File: config.mk
export PLATFORM = sky130hd
export DESIGN_NAME = ccp_unit
export DESIGN_NICKNAME = d
export VERILOG_FILES = /design/src/rtl/ccp_pkg.sv /design/src/rtl/ccp_cap_if.sv /design/src/rtl/ccp_capture.sv /design/src/rtl/ccp_unit.sv
export SDC_FILE = /design/constraint.sdc
export NUM_CORES = 1
export LEC_CHECK = 0
export BUFFER_PORTS_ARGS = -buffer_cell sky130_fd_sc_hd__clkbuf_2
export CORE_MARGIN = 2
export CORE_UTILIZATION = 40
export CTS_BUF_LIST = sky130_fd_sc_hd__clkbuf_4 sky130_fd_sc_hd__clkbuf_8
export CTS_CLUSTER_SIZE = 30
export DETAILED_ROUTE_END_ITERATION = 12
export GPL_TIMING_DRIVEN = 0
export PLACE_DENSITY = 0.54
export SETUP_SLACK_MARGIN = 0.3
export SLEW_MARGIN = 20
export SYNTH_ARGS = -nofsm -noshare
export SYNTH_HDL_FRONTEND = slang
export SYNTH_SLANG_ARGS = --single-unit
export TNS_END_PERCENT = 50
File: constraint.sdc
create_clock -name clk -period 17.05 [get_ports clk]
set_input_delay 0.8525 -clock clk [delete_from_list [all_inputs] [get_ports clk]]
set_output_delay 0.8525 -clock clk [all_outputs]
set_load 0.05 [all_outputs]
File: src/rtl/ccp_pkg.sv
// shared constants of the capture/compare/pwm unit
// assumes a 32-bit apb slave with word-aligned registers
package ccp_pkg;

  // ************************************************
  // register byte offsets
  // ************************************************
  localparam logic [7:0] ADDR_CTRL   = 8'h00;
  localparam logic [7:0] ADDR_PRESC  = 8'h04;
  localparam logic [7:0] ADDR_RELOAD = 8'h08;
  localparam logic [7:0] ADDR_TIMER  = 8'h0c;
  localparam logic [7:0] ADDR_CHCFG  = 8'h10;
  localparam logic [7:0] ADDR_CAPCFG = 8'h14;
  localparam logic [7:0] ADDR_CMPA   = 8'h18;
  localparam logic [7:0] ADDR_CMPB   = 8'h1c;
  localparam logic [7:0] ADDR_CMPC   = 8'h20;
  localparam logic [7:0] ADDR_CMPD   = 8'h24;
  localparam logic [7:0] ADDR_CAP0   = 8'h28;
  localparam logic [7:0] ADDR_CAP1   = 8'h2c;
  localparam logic [7:0] ADDR_IFLAG  = 8'h30;
  localparam logic [7:0] ADDR_IEN    = 8'h34;

  // ************************************************
  // sizes and field positions
  // ************************************************
  localparam int TMR_W    = 16;
  localparam int PRESC_W  = 10;
  localparam int PLLDIV_W = 4;
  localparam int EVCNT_W  = 4;
  localparam int NUM_CMP  = 4;
  localparam int NUM_CAP  = 2;
  localparam int NUM_IRQ  = 7;
  localparam int FILT_LEN = 4;
  localparam int IRQ_OVF  = 0;
  localparam int IRQ_CAP0 = 1;
  localparam int IRQ_CMP0 = 3;

  localparam logic [15:0]        TOP_WORD  = 16'hffff;
  localparam logic [15:0]        TOP_BYTE  = 16'h00ff;
  localparam logic [PRESC_W-1:0] PRESC_MAX = 10'h3ff;
  localparam logic [15:0]        RELOAD_RST = 16'h0000;
  localparam logic [15:0]        CMP_RST    = 16'h0000;

  typedef enum logic [1:0]
  {
    MODE_BASIC = 2'b00,
    MODE_ASYM  = 2'b01,
    MODE_SYM   = 2'b10
  } ccp_mode_e;

endpackage : ccp_pkg

File: src/rtl/ccp_cap_if.sv
// link between the unit core and one capture channel
// assumes both ends run on the same clock
`timescale 1ns/10ps
interface ccp_cap_if;
  logic        risingSel;
  logic        filtEn;
  logic [3:0]  evCount;
  logic [15:0] timerVal;
  logic        capEvent;
  logic [15:0] capValue;

  modport core
  (
    output risingSel, filtEn, evCount, timerVal,
    input  capEvent, capValue
  );
  modport chan
  (
    input  risingSel, filtEn, evCount, timerVal,
    output capEvent, capValue
  );
endinterface : ccp_cap_if

File: src/rtl/ccp_capture.sv
// one capture channel: synchroniser, noise filter, edge select,
// event counter and capture register
// assumes rstSync_b is already synchronised to clk
`timescale 1ns/10ps
module ccp_capture
(
  input  wire logic clk,
  input  wire logic rstSync_b,
  input  wire logic capPin,
  ccp_cap_if.chan   cap
);

  logic                           sync1_r;
  logic                           sync2_r;
  logic [ccp_pkg::FILT_LEN-1:0]   hist_r;
  logic                           level_r;
  logic                           levelNxt;
  logic                           edgeHit;
  logic [ccp_pkg::EVCNT_W-1:0]    evCnt_r;
  logic                           capEvent_r;
  logic [15:0]                    capValue_r;

  // ************************************************
  // input sampling
  // ************************************************
  always_ff @(posedge clk or negedge rstSync_b)
  begin
    if (!rstSync_b)
    begin
      sync1_r <= 1'b0;
      sync2_r <= 1'b0;
      hist_r  <= '0;
      level_r <= 1'b0;
    end
    else
    begin
      sync1_r <= capPin;
      sync2_r <= sync1_r;
      hist_r  <= {hist_r[ccp_pkg::FILT_LEN-2:0], sync2_r};
      level_r <= levelNxt;
    end
  end

  always_comb
  begin
    levelNxt = sync2_r;
    if (cap.filtEn)
    begin
      if (&hist_r)
        levelNxt = 1'b1;
      else if (~|hist_r)
        levelNxt = 1'b0;
      else
        levelNxt = level_r;
    end
  end

  assign edgeHit = (levelNxt != level_r) && (levelNxt == cap.risingSel);

  // ************************************************
  // event counter and capture
  // ************************************************
  always_ff @(posedge clk or negedge rstSync_b)
  begin
    if (!rstSync_b)
    begin
      evCnt_r    <= '0;
      capEvent_r <= 1'b0;
      capValue_r <= '0;
    end
    else
    begin
      capEvent_r <= 1'b0;
      if (edgeHit)
      begin
        if (evCnt_r >= cap.evCount)
        begin
          evCnt_r    <= '0;
          capEvent_r <= 1'b1;
          capValue_r <= cap.timerVal;
        end
        else
          evCnt_r <= evCnt_r + 4'h1;
      end
    end
  end

  assign cap.capEvent = capEvent_r;
  assign cap.capValue = capValue_r;
endmodule : ccp_capture

File: src/rtl/ccp_unit.sv
// capture/compare/pwm unit with apb register access
// assumes apb master on clk; capture pins are asynchronous
//
// Overview of operation
// 16-bit timer reloads a programmable value at every overflow; in symmetrical mode it turns at the reload value and restarts at 1 after zero.
// 10-bit prescaler reloads at overflow, dividing by 1 to 1024.
// core clock is peripheral clock in timer mode, pll in pwm modes.
// pll takes 0.5 to 1 mhz and multiplies by 32; the unit has no multiplier, pwm modes step once per divided reference tick.
// pll input is peripheral clock divided by 4-bit field plus one.
// direction bit sets count direction; changing it reverses at once.
// timer readable and writable any time with coherent 16-bit access.
// every reload sets overflow flag; interrupt when enabled.
// timer may run as 8-bit up/down counter.
// software enables each compare channel and sets its pin mode.
// timer equal to compare sets match flag; interrupt when enabled.
// capture always active; event copies timer into capture register.
// each capture input selects rising or falling edge.
// filter accepts an edge after four equal samples.
// event counter delays capture by a set number of events.
// asymmetrical pwm always counts down.
// symmetrical pwm counts up and down; compare makes waveform.
// newly connected pin keeps hold-bit level; then only compare changes it. In asymmetrical mode overflow also sets the level high.
// alternating pairs a/b and c/d gated on alternate counter cycles.
// seven interrupt sources share one request.
// each compare output has selectable polarity.
// flags stay set until cleared; a new event wins over clear.
//
// The register offsets and the APB interface to the registers were left to the implementer.
`timescale 1ns/10ps
module ccp_unit
(
  input  wire logic        clk,
  input  wire logic        rst_b,
  input  wire logic [7:0]  paddr,
  input  wire logic        psel,
  input  wire logic        penable,
  input  wire logic        pwrite,
  input  wire logic [31:0] pwdata,
  output logic      [31:0] prdata,
  output logic             pready,
  output logic             pslverr,
  input  wire logic [1:0]  capPin,
  output logic      [3:0]  pwmOut,
  output logic             irq
);

  localparam int NC = ccp_pkg::NUM_CMP;
  localparam int NP = ccp_pkg::NUM_CAP;
  localparam int NI = ccp_pkg::NUM_IRQ;

  logic                  rstMeta_r;
  logic                  rstSync_b;
  ccp_pkg::ccp_mode_e    mode_r;
  logic                  dirDown_r;
  logic                  run_r;
  logic                  byteMode_r;
  logic                  altAb_r;
  logic                  altCd_r;
  logic [3:0]            pllDiv_r;
  logic [3:0]            pllCnt_r;
  logic                  pllTick_r;
  logic [9:0]            prescReload_r;
  logic [9:0]            presc_r;
  logic [15:0]           reload_r;
  logic [15:0]           timer_r;
  logic [15:0]           timerNxt;
  logic                  symDown_r;
  logic                  symDownNxt;
  logic                  phase_r;
  logic [NC-1:0]         chEn_r;
  logic [NC-1:0]         pol_r;
  logic [NC-1:0]         hold_r;
  logic [NP-1:0]         capRise_r;
  logic [NP-1:0]         filtEn_r;
  logic [7:0]            evCfg_r;
  logic [NC-1:0][15:0]   cmp_r;
  logic [NI-1:0]         flag_r;
  logic [NI-1:0]         ien_r;
  logic [NI-1:0]         flagSet;
  logic [NI-1:0]         flagClr;
  logic [NC-1:0]         cmpMatch;
  logic [NC-1:0]         outLevel;
  logic [NP-1:0]         capEvent;
  logic [NP-1:0][15:0]   capVal;
  logic [15:0]           top;
  logic                  coreTick;
  logic                  stepEn;
  logic                  countDown;
  logic                  ovfEvent;
  logic                  wrEn;
  logic                  rdAccess;
  logic [31:0]           rdData;
  logic                  unmapped;
  logic                  pready_r;
  logic [31:0]           prdata_r;
  logic                  pslverr_r;
  logic                  irq_r;

  // ************************************************
  // reset release
  // ************************************************
  always_ff @(posedge clk or negedge rst_b)
  begin
    if (!rst_b)
    begin
      rstMeta_r <= 1'b0;
      rstSync_b <= 1'b0;
    end
    else
    begin
      rstMeta_r <= 1'b1;
      rstSync_b <= rstMeta_r;
    end
  end

  // ************************************************
  // apb slave: one wait state, write at completion
  // ************************************************
  assign rdAccess = psel && penable && !pready_r;
  assign wrEn     = psel && penable && pready_r && pwrite;

  always_ff @(posedge clk or negedge rstSync_b)
  begin
    if (!rstSync_b)
    begin
      pready_r  <= 1'b0;
      prdata_r  <= '0;
      pslverr_r <= 1'b0;
    end
    else
    begin
      pready_r  <= rdAccess;
      pslverr_r <= rdAccess && unmapped;
      if (rdAccess && !pwrite)
        prdata_r <= rdData;
    end
  end

  always_comb
  begin
    rdData   = '0;
    unmapped = 1'b0;
    case (paddr)
      ccp_pkg::ADDR_CTRL:
        rdData = {20'h00000, pllDiv_r, 1'b0, altCd_r, altAb_r, byteMode_r,
                  run_r, dirDown_r, mode_r};
      ccp_pkg::ADDR_PRESC:  rdData = {22'h000000, prescReload_r};
      ccp_pkg::ADDR_RELOAD: rdData = {16'h0000, reload_r};
      ccp_pkg::ADDR_TIMER:  rdData = {16'h0000, timer_r};
      ccp_pkg::ADDR_CHCFG:
        rdData = {16'h0000, filtEn_r, capRise_r, hold_r, pol_r, chEn_r};
      ccp_pkg::ADDR_CAPCFG: rdData = {24'h000000, evCfg_r};
      ccp_pkg::ADDR_CMPA:   rdData = {16'h0000, cmp_r[0]};
      ccp_pkg::ADDR_CMPB:   rdData = {16'h0000, cmp_r[1]};
      ccp_pkg::ADDR_CMPC:   rdData = {16'h0000, cmp_r[2]};
      ccp_pkg::ADDR_CMPD:   rdData = {16'h0000, cmp_r[3]};
      ccp_pkg::ADDR_CAP0:   rdData = {16'h0000, capVal[0]};
      ccp_pkg::ADDR_CAP1:   rdData = {16'h0000, capVal[1]};
      ccp_pkg::ADDR_IFLAG:  rdData = {25'h0000000, flag_r};
      ccp_pkg::ADDR_IEN:    rdData = {25'h0000000, ien_r};
      default:              unmapped = 1'b1;
    endcase
  end

  // ************************************************
  // configuration registers
  // ************************************************
  always_ff @(posedge clk or negedge rstSync_b)
  begin
    if (!rstSync_b)
    begin
      mode_r        <= ccp_pkg::MODE_BASIC;
      dirDown_r     <= 1'b0;
      run_r         <= 1'b0;
      byteMode_r    <= 1'b0;
      altAb_r       <= 1'b0;
      altCd_r       <= 1'b0;
      pllDiv_r      <= '0;
      prescReload_r <= ccp_pkg::PRESC_MAX;
      reload_r      <= ccp_pkg::RELOAD_RST;
      chEn_r        <= '0;
      pol_r         <= '0;
      hold_r        <= '0;
      capRise_r     <= '0;
      filtEn_r      <= '0;
      evCfg_r       <= '0;
      cmp_r         <= '0;
      ien_r         <= '0;
    end
    else if (wrEn)
    begin
      case (paddr)
        ccp_pkg::ADDR_CTRL:
        begin
          mode_r     <= ccp_pkg::ccp_mode_e'(pwdata[1:0]);
          dirDown_r  <= pwdata[2];
          run_r      <= pwdata[3];
          byteMode_r <= pwdata[4];
          altAb_r    <= pwdata[5];
          altCd_r    <= pwdata[6];
          pllDiv_r   <= pwdata[11:8];
        end
        ccp_pkg::ADDR_PRESC:  prescReload_r <= pwdata[9:0];
        ccp_pkg::ADDR_RELOAD: reload_r <= pwdata[15:0];
        ccp_pkg::ADDR_CHCFG:
        begin
          chEn_r    <= pwdata[3:0];
          pol_r     <= pwdata[7:4];
          hold_r    <= pwdata[11:8];
          capRise_r <= pwdata[13:12];
          filtEn_r  <= pwdata[15:14];
        end
        ccp_pkg::ADDR_CAPCFG: evCfg_r <= pwdata[7:0];
        ccp_pkg::ADDR_CMPA:   cmp_r[0] <= pwdata[15:0];
        ccp_pkg::ADDR_CMPB:   cmp_r[1] <= pwdata[15:0];
        ccp_pkg::ADDR_CMPC:   cmp_r[2] <= pwdata[15:0];
        ccp_pkg::ADDR_CMPD:   cmp_r[3] <= pwdata[15:0];
        ccp_pkg::ADDR_IEN:    ien_r <= pwdata[6:0];
        default:              ;
      endcase
    end
  end

  // ************************************************
  // core clock rate and prescaler
  // ************************************************
  always_ff @(posedge clk or negedge rstSync_b)
  begin
    if (!rstSync_b)
    begin
      pllCnt_r  <= '0;
      pllTick_r <= 1'b0;
    end
    else if (pllCnt_r >= pllDiv_r)
    begin
      pllCnt_r  <= '0;
      pllTick_r <= 1'b1;
    end
    else
    begin
      pllCnt_r  <= pllCnt_r + 4'h1;
      pllTick_r <= 1'b0;
    end
  end

  // pwm modes run off the pll reference rate, basic mode every clock
  assign coreTick = (mode_r == ccp_pkg::MODE_BASIC) ? 1'b1 : pllTick_r;

  always_ff @(posedge clk or negedge rstSync_b)
  begin
    if (!rstSync_b)
      presc_r <= ccp_pkg::PRESC_MAX;
    else if (run_r && coreTick)
    begin
      if (presc_r == ccp_pkg::PRESC_MAX)
        presc_r <= prescReload_r;
      else
        presc_r <= presc_r + 10'h001;
    end
  end

  assign stepEn = run_r && coreTick && (presc_r == ccp_pkg::PRESC_MAX);

  // ************************************************
  // timer
  // ************************************************
  assign top       = byteMode_r ? ccp_pkg::TOP_BYTE : ccp_pkg::TOP_WORD;
  assign countDown = (mode_r == ccp_pkg::MODE_ASYM) ? 1'b1 : dirDown_r;

  always_comb
  begin
    timerNxt   = timer_r;
    symDownNxt = (mode_r == ccp_pkg::MODE_SYM) ? symDown_r : 1'b0;
    ovfEvent   = 1'b0;
    if (stepEn)
    begin
      if (mode_r == ccp_pkg::MODE_SYM)
      begin
        if (!symDown_r)
        begin
          if (timer_r >= (reload_r & top))
          begin
            symDownNxt = 1'b1;
            timerNxt   = timer_r - 16'h0001;
          end
          else
            timerNxt = timer_r + 16'h0001;
        end
        else if (timer_r == 16'h0000)
        begin
          symDownNxt = 1'b0;
          timerNxt   = 16'h0001;
          ovfEvent   = 1'b1;
        end
        else
          timerNxt = timer_r - 16'h0001;
      end
      else if (countDown)
      begin
        if (timer_r == 16'h0000)
        begin
          timerNxt = reload_r & top;
          ovfEvent = 1'b1;
        end
        else
          timerNxt = timer_r - 16'h0001;
      end
      else if (timer_r == top)
      begin
        timerNxt = reload_r & top;
        ovfEvent = 1'b1;
      end
      else
        timerNxt = timer_r + 16'h0001;
    end
  end

  always_ff @(posedge clk or negedge rstSync_b)
  begin
    if (!rstSync_b)
    begin
      timer_r   <= '0;
      symDown_r <= 1'b0;
      phase_r   <= 1'b0;
    end
    else
    begin
      if (wrEn && paddr == ccp_pkg::ADDR_TIMER)
        timer_r <= pwdata[15:0] & top;
      else
        timer_r <= timerNxt;
      symDown_r <= symDownNxt;
      if (ovfEvent)
        phase_r <= !phase_r;
    end
  end

  // ************************************************
  // capture channels
  // ************************************************
  ccp_cap_if capIf[NP] ();

  for (genvar g = 0; g < NP; g++)
  begin : g_cap
    assign capIf[g].risingSel = capRise_r[g];
    assign capIf[g].filtEn    = filtEn_r[g];
    assign capIf[g].evCount   = evCfg_r[g*4 +: 4];
    assign capIf[g].timerVal  = timer_r;
    assign capEvent[g]        = capIf[g].capEvent;
    assign capVal[g]          = capIf[g].capValue;

    ccp_capture u_cap
    (
      .clk       (clk),
      .rstSync_b (rstSync_b),
      .capPin    (capPin[g]),
      .cap       (capIf[g])
    );
  end

  // ************************************************
  // compare channels and outputs
  // ************************************************
  for (genvar g = 0; g < NC; g++)
  begin : g_cmp
    localparam logic CH_ODD = (g % 2) == 1;
    logic level_r;
    logic pin_r;
    logic altOn;
    logic gateOn;

    assign cmpMatch[g] = stepEn && (timer_r == (cmp_r[g] & top));
    assign altOn  = (mode_r == ccp_pkg::MODE_ASYM) &&
                    ((g < 2) ? altAb_r : altCd_r);
    assign gateOn = !altOn || (phase_r == CH_ODD);
    assign outLevel[g] = level_r;
    assign pwmOut[g]   = pin_r;

    always_ff @(posedge clk or negedge rstSync_b)
    begin
      if (!rstSync_b)
      begin
        level_r <= 1'b0;
        pin_r   <= 1'b0;
      end
      else
      begin
        if (!chEn_r[g])
          level_r <= hold_r[g];
        else if (cmpMatch[g])
        begin
          case (mode_r)
            ccp_pkg::MODE_ASYM: level_r <= 1'b0;
            ccp_pkg::MODE_SYM:  level_r <= !symDown_r;
            default:            level_r <= !level_r;
          endcase
        end
        else if (ovfEvent && mode_r == ccp_pkg::MODE_ASYM)
          level_r <= 1'b1;
        pin_r <= (level_r && gateOn) ^ pol_r[g];
      end
    end
  end

  // ************************************************
  // flags and interrupt request
  // ************************************************
  always_comb
  begin
    flagSet = {cmpMatch, capEvent, ovfEvent};
    flagClr = '0;
    if (wrEn && paddr == ccp_pkg::ADDR_IFLAG)
      flagClr = pwdata[6:0];
  end

  always_ff @(posedge clk or negedge rstSync_b)
  begin
    if (!rstSync_b)
    begin
      flag_r <= '0;
      irq_r  <= 1'b0;
    end
    else
    begin
      flag_r <= (flag_r & ~flagClr) | flagSet;
      irq_r  <= |(flag_r & ien_r);
    end
  end

  assign prdata  = prdata_r;
  assign pready  = pready_r;
  assign pslverr = pslverr_r;
  assign irq     = irq_r;
endmodule : ccp_unit

==> results.md <==
- Port buffer count: 51
- Core ar.: 35400 sq um
- Ys Warns: 0
- Crit path launch type: register
- Number of flops mapped to enable cells by yosys: 0
- Ys flop type: dfrtp_1
- Tightest Pin Transition: 1.08 ns
- Layout area overhead: 13.6%
- Leakage power: 6.93 nW
- Setup Buffers After CTS: 0
- Setup-failing EPs final: 0
- Gate Count Post-Synth: 1375
- N_diodes: 0
- PD cells: 82.0 nW/um^2
- Share of cells above drive strength 1: 26.4%
- Site Rows: 69
- Worst hold path class: in -> async
- Tmin final: 4.12 ns
- Max-cap viol count: 0
- Detailed-route via count: 12200
- Most common cell after layout, fill and taps aside: dfrtp_1
- Most frequent cells in the layout: dfrtp_1 (236), mux2_2 (159), nand2_1 (115), a22oi_1 (76), nor2_1 (62)
- Antenna violations before repair: 1
- Initial core utilization: 40.5%
- Worst EP required: 17.53 ns
- HPWL after DPL: 40100 microns
- CP Capture Type: register
- Die Span X: 193 microns
- Post-CTS sizing: 0
- Largest net degree at the start of global routing: 53
- Sequential share of the synthesized area: 45.0%
- Die Ht: 193 microns
- Asr flop ratio synth: 100%
- Nets: 1580
- Worst vdd ir: 55.3 uV
- Vias in the first global route: 11800
- ANT nets after route: 0
- FMAX: 243 MHz
- # clock sinks: 257
- Drc violations: 0
- H-tree depth: 2
- First-pass GRT wire length: 79200 microns
- RSZ-0062 raised after global routing: false
- Reg clk slew, reported paths: 0.06 ns
- Worst-skew pair later-pin latency: 0.60 ns
- CTS tree: built
- Drt first pass iters: 5
- Total grt overflow: 0
- GR Util All Layers: 28.4%
- GPL Wtd Cong: 0.994
- I/O Pins: 86
- Crit path arrival time: 4.60 ns
- Slew margin rel.: 27.1%
- Clock root buffer: clkbuf_8
- Netlist cell types: 86
- Final hold vios: 0
- Hold Buf Count CTS: 0
- Post-Syn Area: 14300 sq um
- Final worst-path cycle share: 24.2%
- Longest Clk Path Bufs: 3
- Status: complete, no violations
- Final setup skew: 0.0298 ns
- Total CTS buffers: 46
- Setup TNS: 0 ns
- Seq cells post-synth: 257
- CP max FO: 10
- Critical path class: reg -> reg
- Post-Route Utilization: 46.0%
- Routed WL: 53900 microns
- Via-to-Cell Ratio: 6.12
- Mean Syn Cell Area: 10.4 sq um
- Die ar.: 37400 sq um
- Slew Viols, Final: 0
- Drt initial violations: 1203
- Routed wire per std cell: 27.1 microns
==> per-layer routing <==
layer / up-vias / share of wire [%] / global-route usage (%)
met3: 118 / 7.1 / 4.20
met5: - / 0 / 0
met4: 0 / 3.7 / 10.7
li1: 5308 / - / -
met1: 6157 / 44 / 39.5
met2: 575 / 45 / 45.0
==> path summary, 6_finish.rpt <==
kind,startpoint,endpoint,slack [ns],cells past startpoint
setup / recovery,byteMode_r,capIf[0].timerVal[5],12.93,12
hold / removal,rst_b,rstSync_b,0.05,1
setup reg to reg,byteMode_r,capIf[0].timerVal[5],12.93,12
hold reg to reg,rstSync_b,pllDiv_r[2],0.28,0
max in group asynchronous,rstSync_b,chEn_r[0],15.61,3
min in group clk,g_cap[0].u_cap.sync1_r,g_cap[0].u_cap.sync2_r,0.35,0
==> cells in the mapped netlist, drive strengths merged, types with 4 or more instances <==
master / instances / area share (%)
a21o: 9 / 0.47
a21oi: 47 / 1.6
a221oi: 32 / 2.0
a222oi: 5 / 0.35
a22o: 18 / 1.1
a22oi: 76 / 4.0
a31oi: 29 / 1.3
and3: 12 / 0.52
and3b: 4 / 0.24
buf: 51 / 2.1
clkbuf: 43 / 1.1
clkinv: 4 / 0.10
dfrtp: 237 / 41
dfstp: 20 / 3.7
ha: 38 / 3.3
inv: 48 / 1.3
mux2: 159 / 12
mux2i: 9 / 0.63
nand2: 119 / 3.2
nand2b: 14 / 0.61
nand3: 31 / 1.1
nand4: 15 / 0.76
nor2: 72 / 2.1
nor2b: 9 / 0.39
nor3: 29 / 1.2
nor3b: 4 / 0.21
nor4: 17 / 0.92
o21a: 4 / 0.22
o21ai: 52 / 1.8
o21bai: 8 / 0.42
o22ai: 25 / 1.3
o31ai: 8 / 0.52
or2: 7 / 0.31
or3: 8 / 0.38
xnor2: 39 / 2.4
xor2: 25 / 1.5
==> cell families after synthesis <==
| logic type | synth area share (%) |
|---|---|
| other | 0.0524 |
| and+or+nand+nor | 13.0 |
| buffers and inverters | 4.64 |
| AOI/OAI and AO/OA | 16.9 |
| adders and majority gates | 3.32 |
| xor gates and xnor gates | 3.91 |
| muxes | 13.1 |
| DFF | 45.0 |
==> critical path, stage by stage (launching register included) <==
cell       delay [ns]
dfrtp_1          0.39
buf_2            0.32
clkinv_1         0.49
clkbuf_1         0.40
nand2_1          0.13
ha_1             0.25
a21oi_1          0.14
o21a_1           0.19
a2bb2oi_1        0.52
nand3_1          0.40
nand2_1          0.37
a221oi_1         0.13
a21oi_1          0.26
==> report_power, final <==
group	switching, mW	leakage [nW]	total, mW	internal [mW]
clock	0.265	0.501	0.600	0.334
combinational	0.0788	3.23	0.103	0.0242
sequential	0.0108	3.20	0.633	0.622
total	0.355	6.93	1.34	0.981
==> area by class of cell <==
class / instances / area (sq um)
Tap cell: 461 / 577
Buffer: 94 / 469
Sequential cell: 257 / 6460
Clock buffer: 75 / 907
Multi-Input combinational cell: 987 / 7270
Clock inverter: 4 / 28.8
Fill cell: 3470 / 19100
Timing Repair Buffer: 57 / 383
Inverter: 52 / 195
==> sequential cells by signal (all words and copies together) (netlist names), 4 cells and up <==
signal and cells:
flag_r 7, g_cap.u_cap.cap.capValue 32, capIf.timerVal 16, pol_r 4, g_cmp.level_r 4, g_cap.u_cap.hist_r 8, g_cap.u_cap.evCnt_r 8, evCfg_r 8
hold_r 4, g_cmp.pin_r 4, prdata 16, pllCnt_r 4, ien_r 7, cmp_r 64, pllDiv_r 4, prescReload_r 10
reload_r 16, chEn_r 4, presc_r 10
==> per-stage QoR <==
step | std cells | instance area [sq um] | setup slack (ns) | hold slack [ns] | power (mW)
after global routing | 1987 | 16300 | 12.68 | 0.0220 | 1.38
after floorplan | 1390 | 14400 | 9.39 | 0.331 | 0.708
final | 1987 | 16300 | 12.93 | 0.0489 | 1.34
after CTS | 1987 | 16300 | 13.09 | 0.0162 | 1.35
after global placement | 1902 | 15200 | 6.01 | 0.333 | 0.743
after detailed placement | 1908 | 15400 | 13.12 | 0.301 | 0.747
No activity file was read; power rests on OpenSTA's default activity.
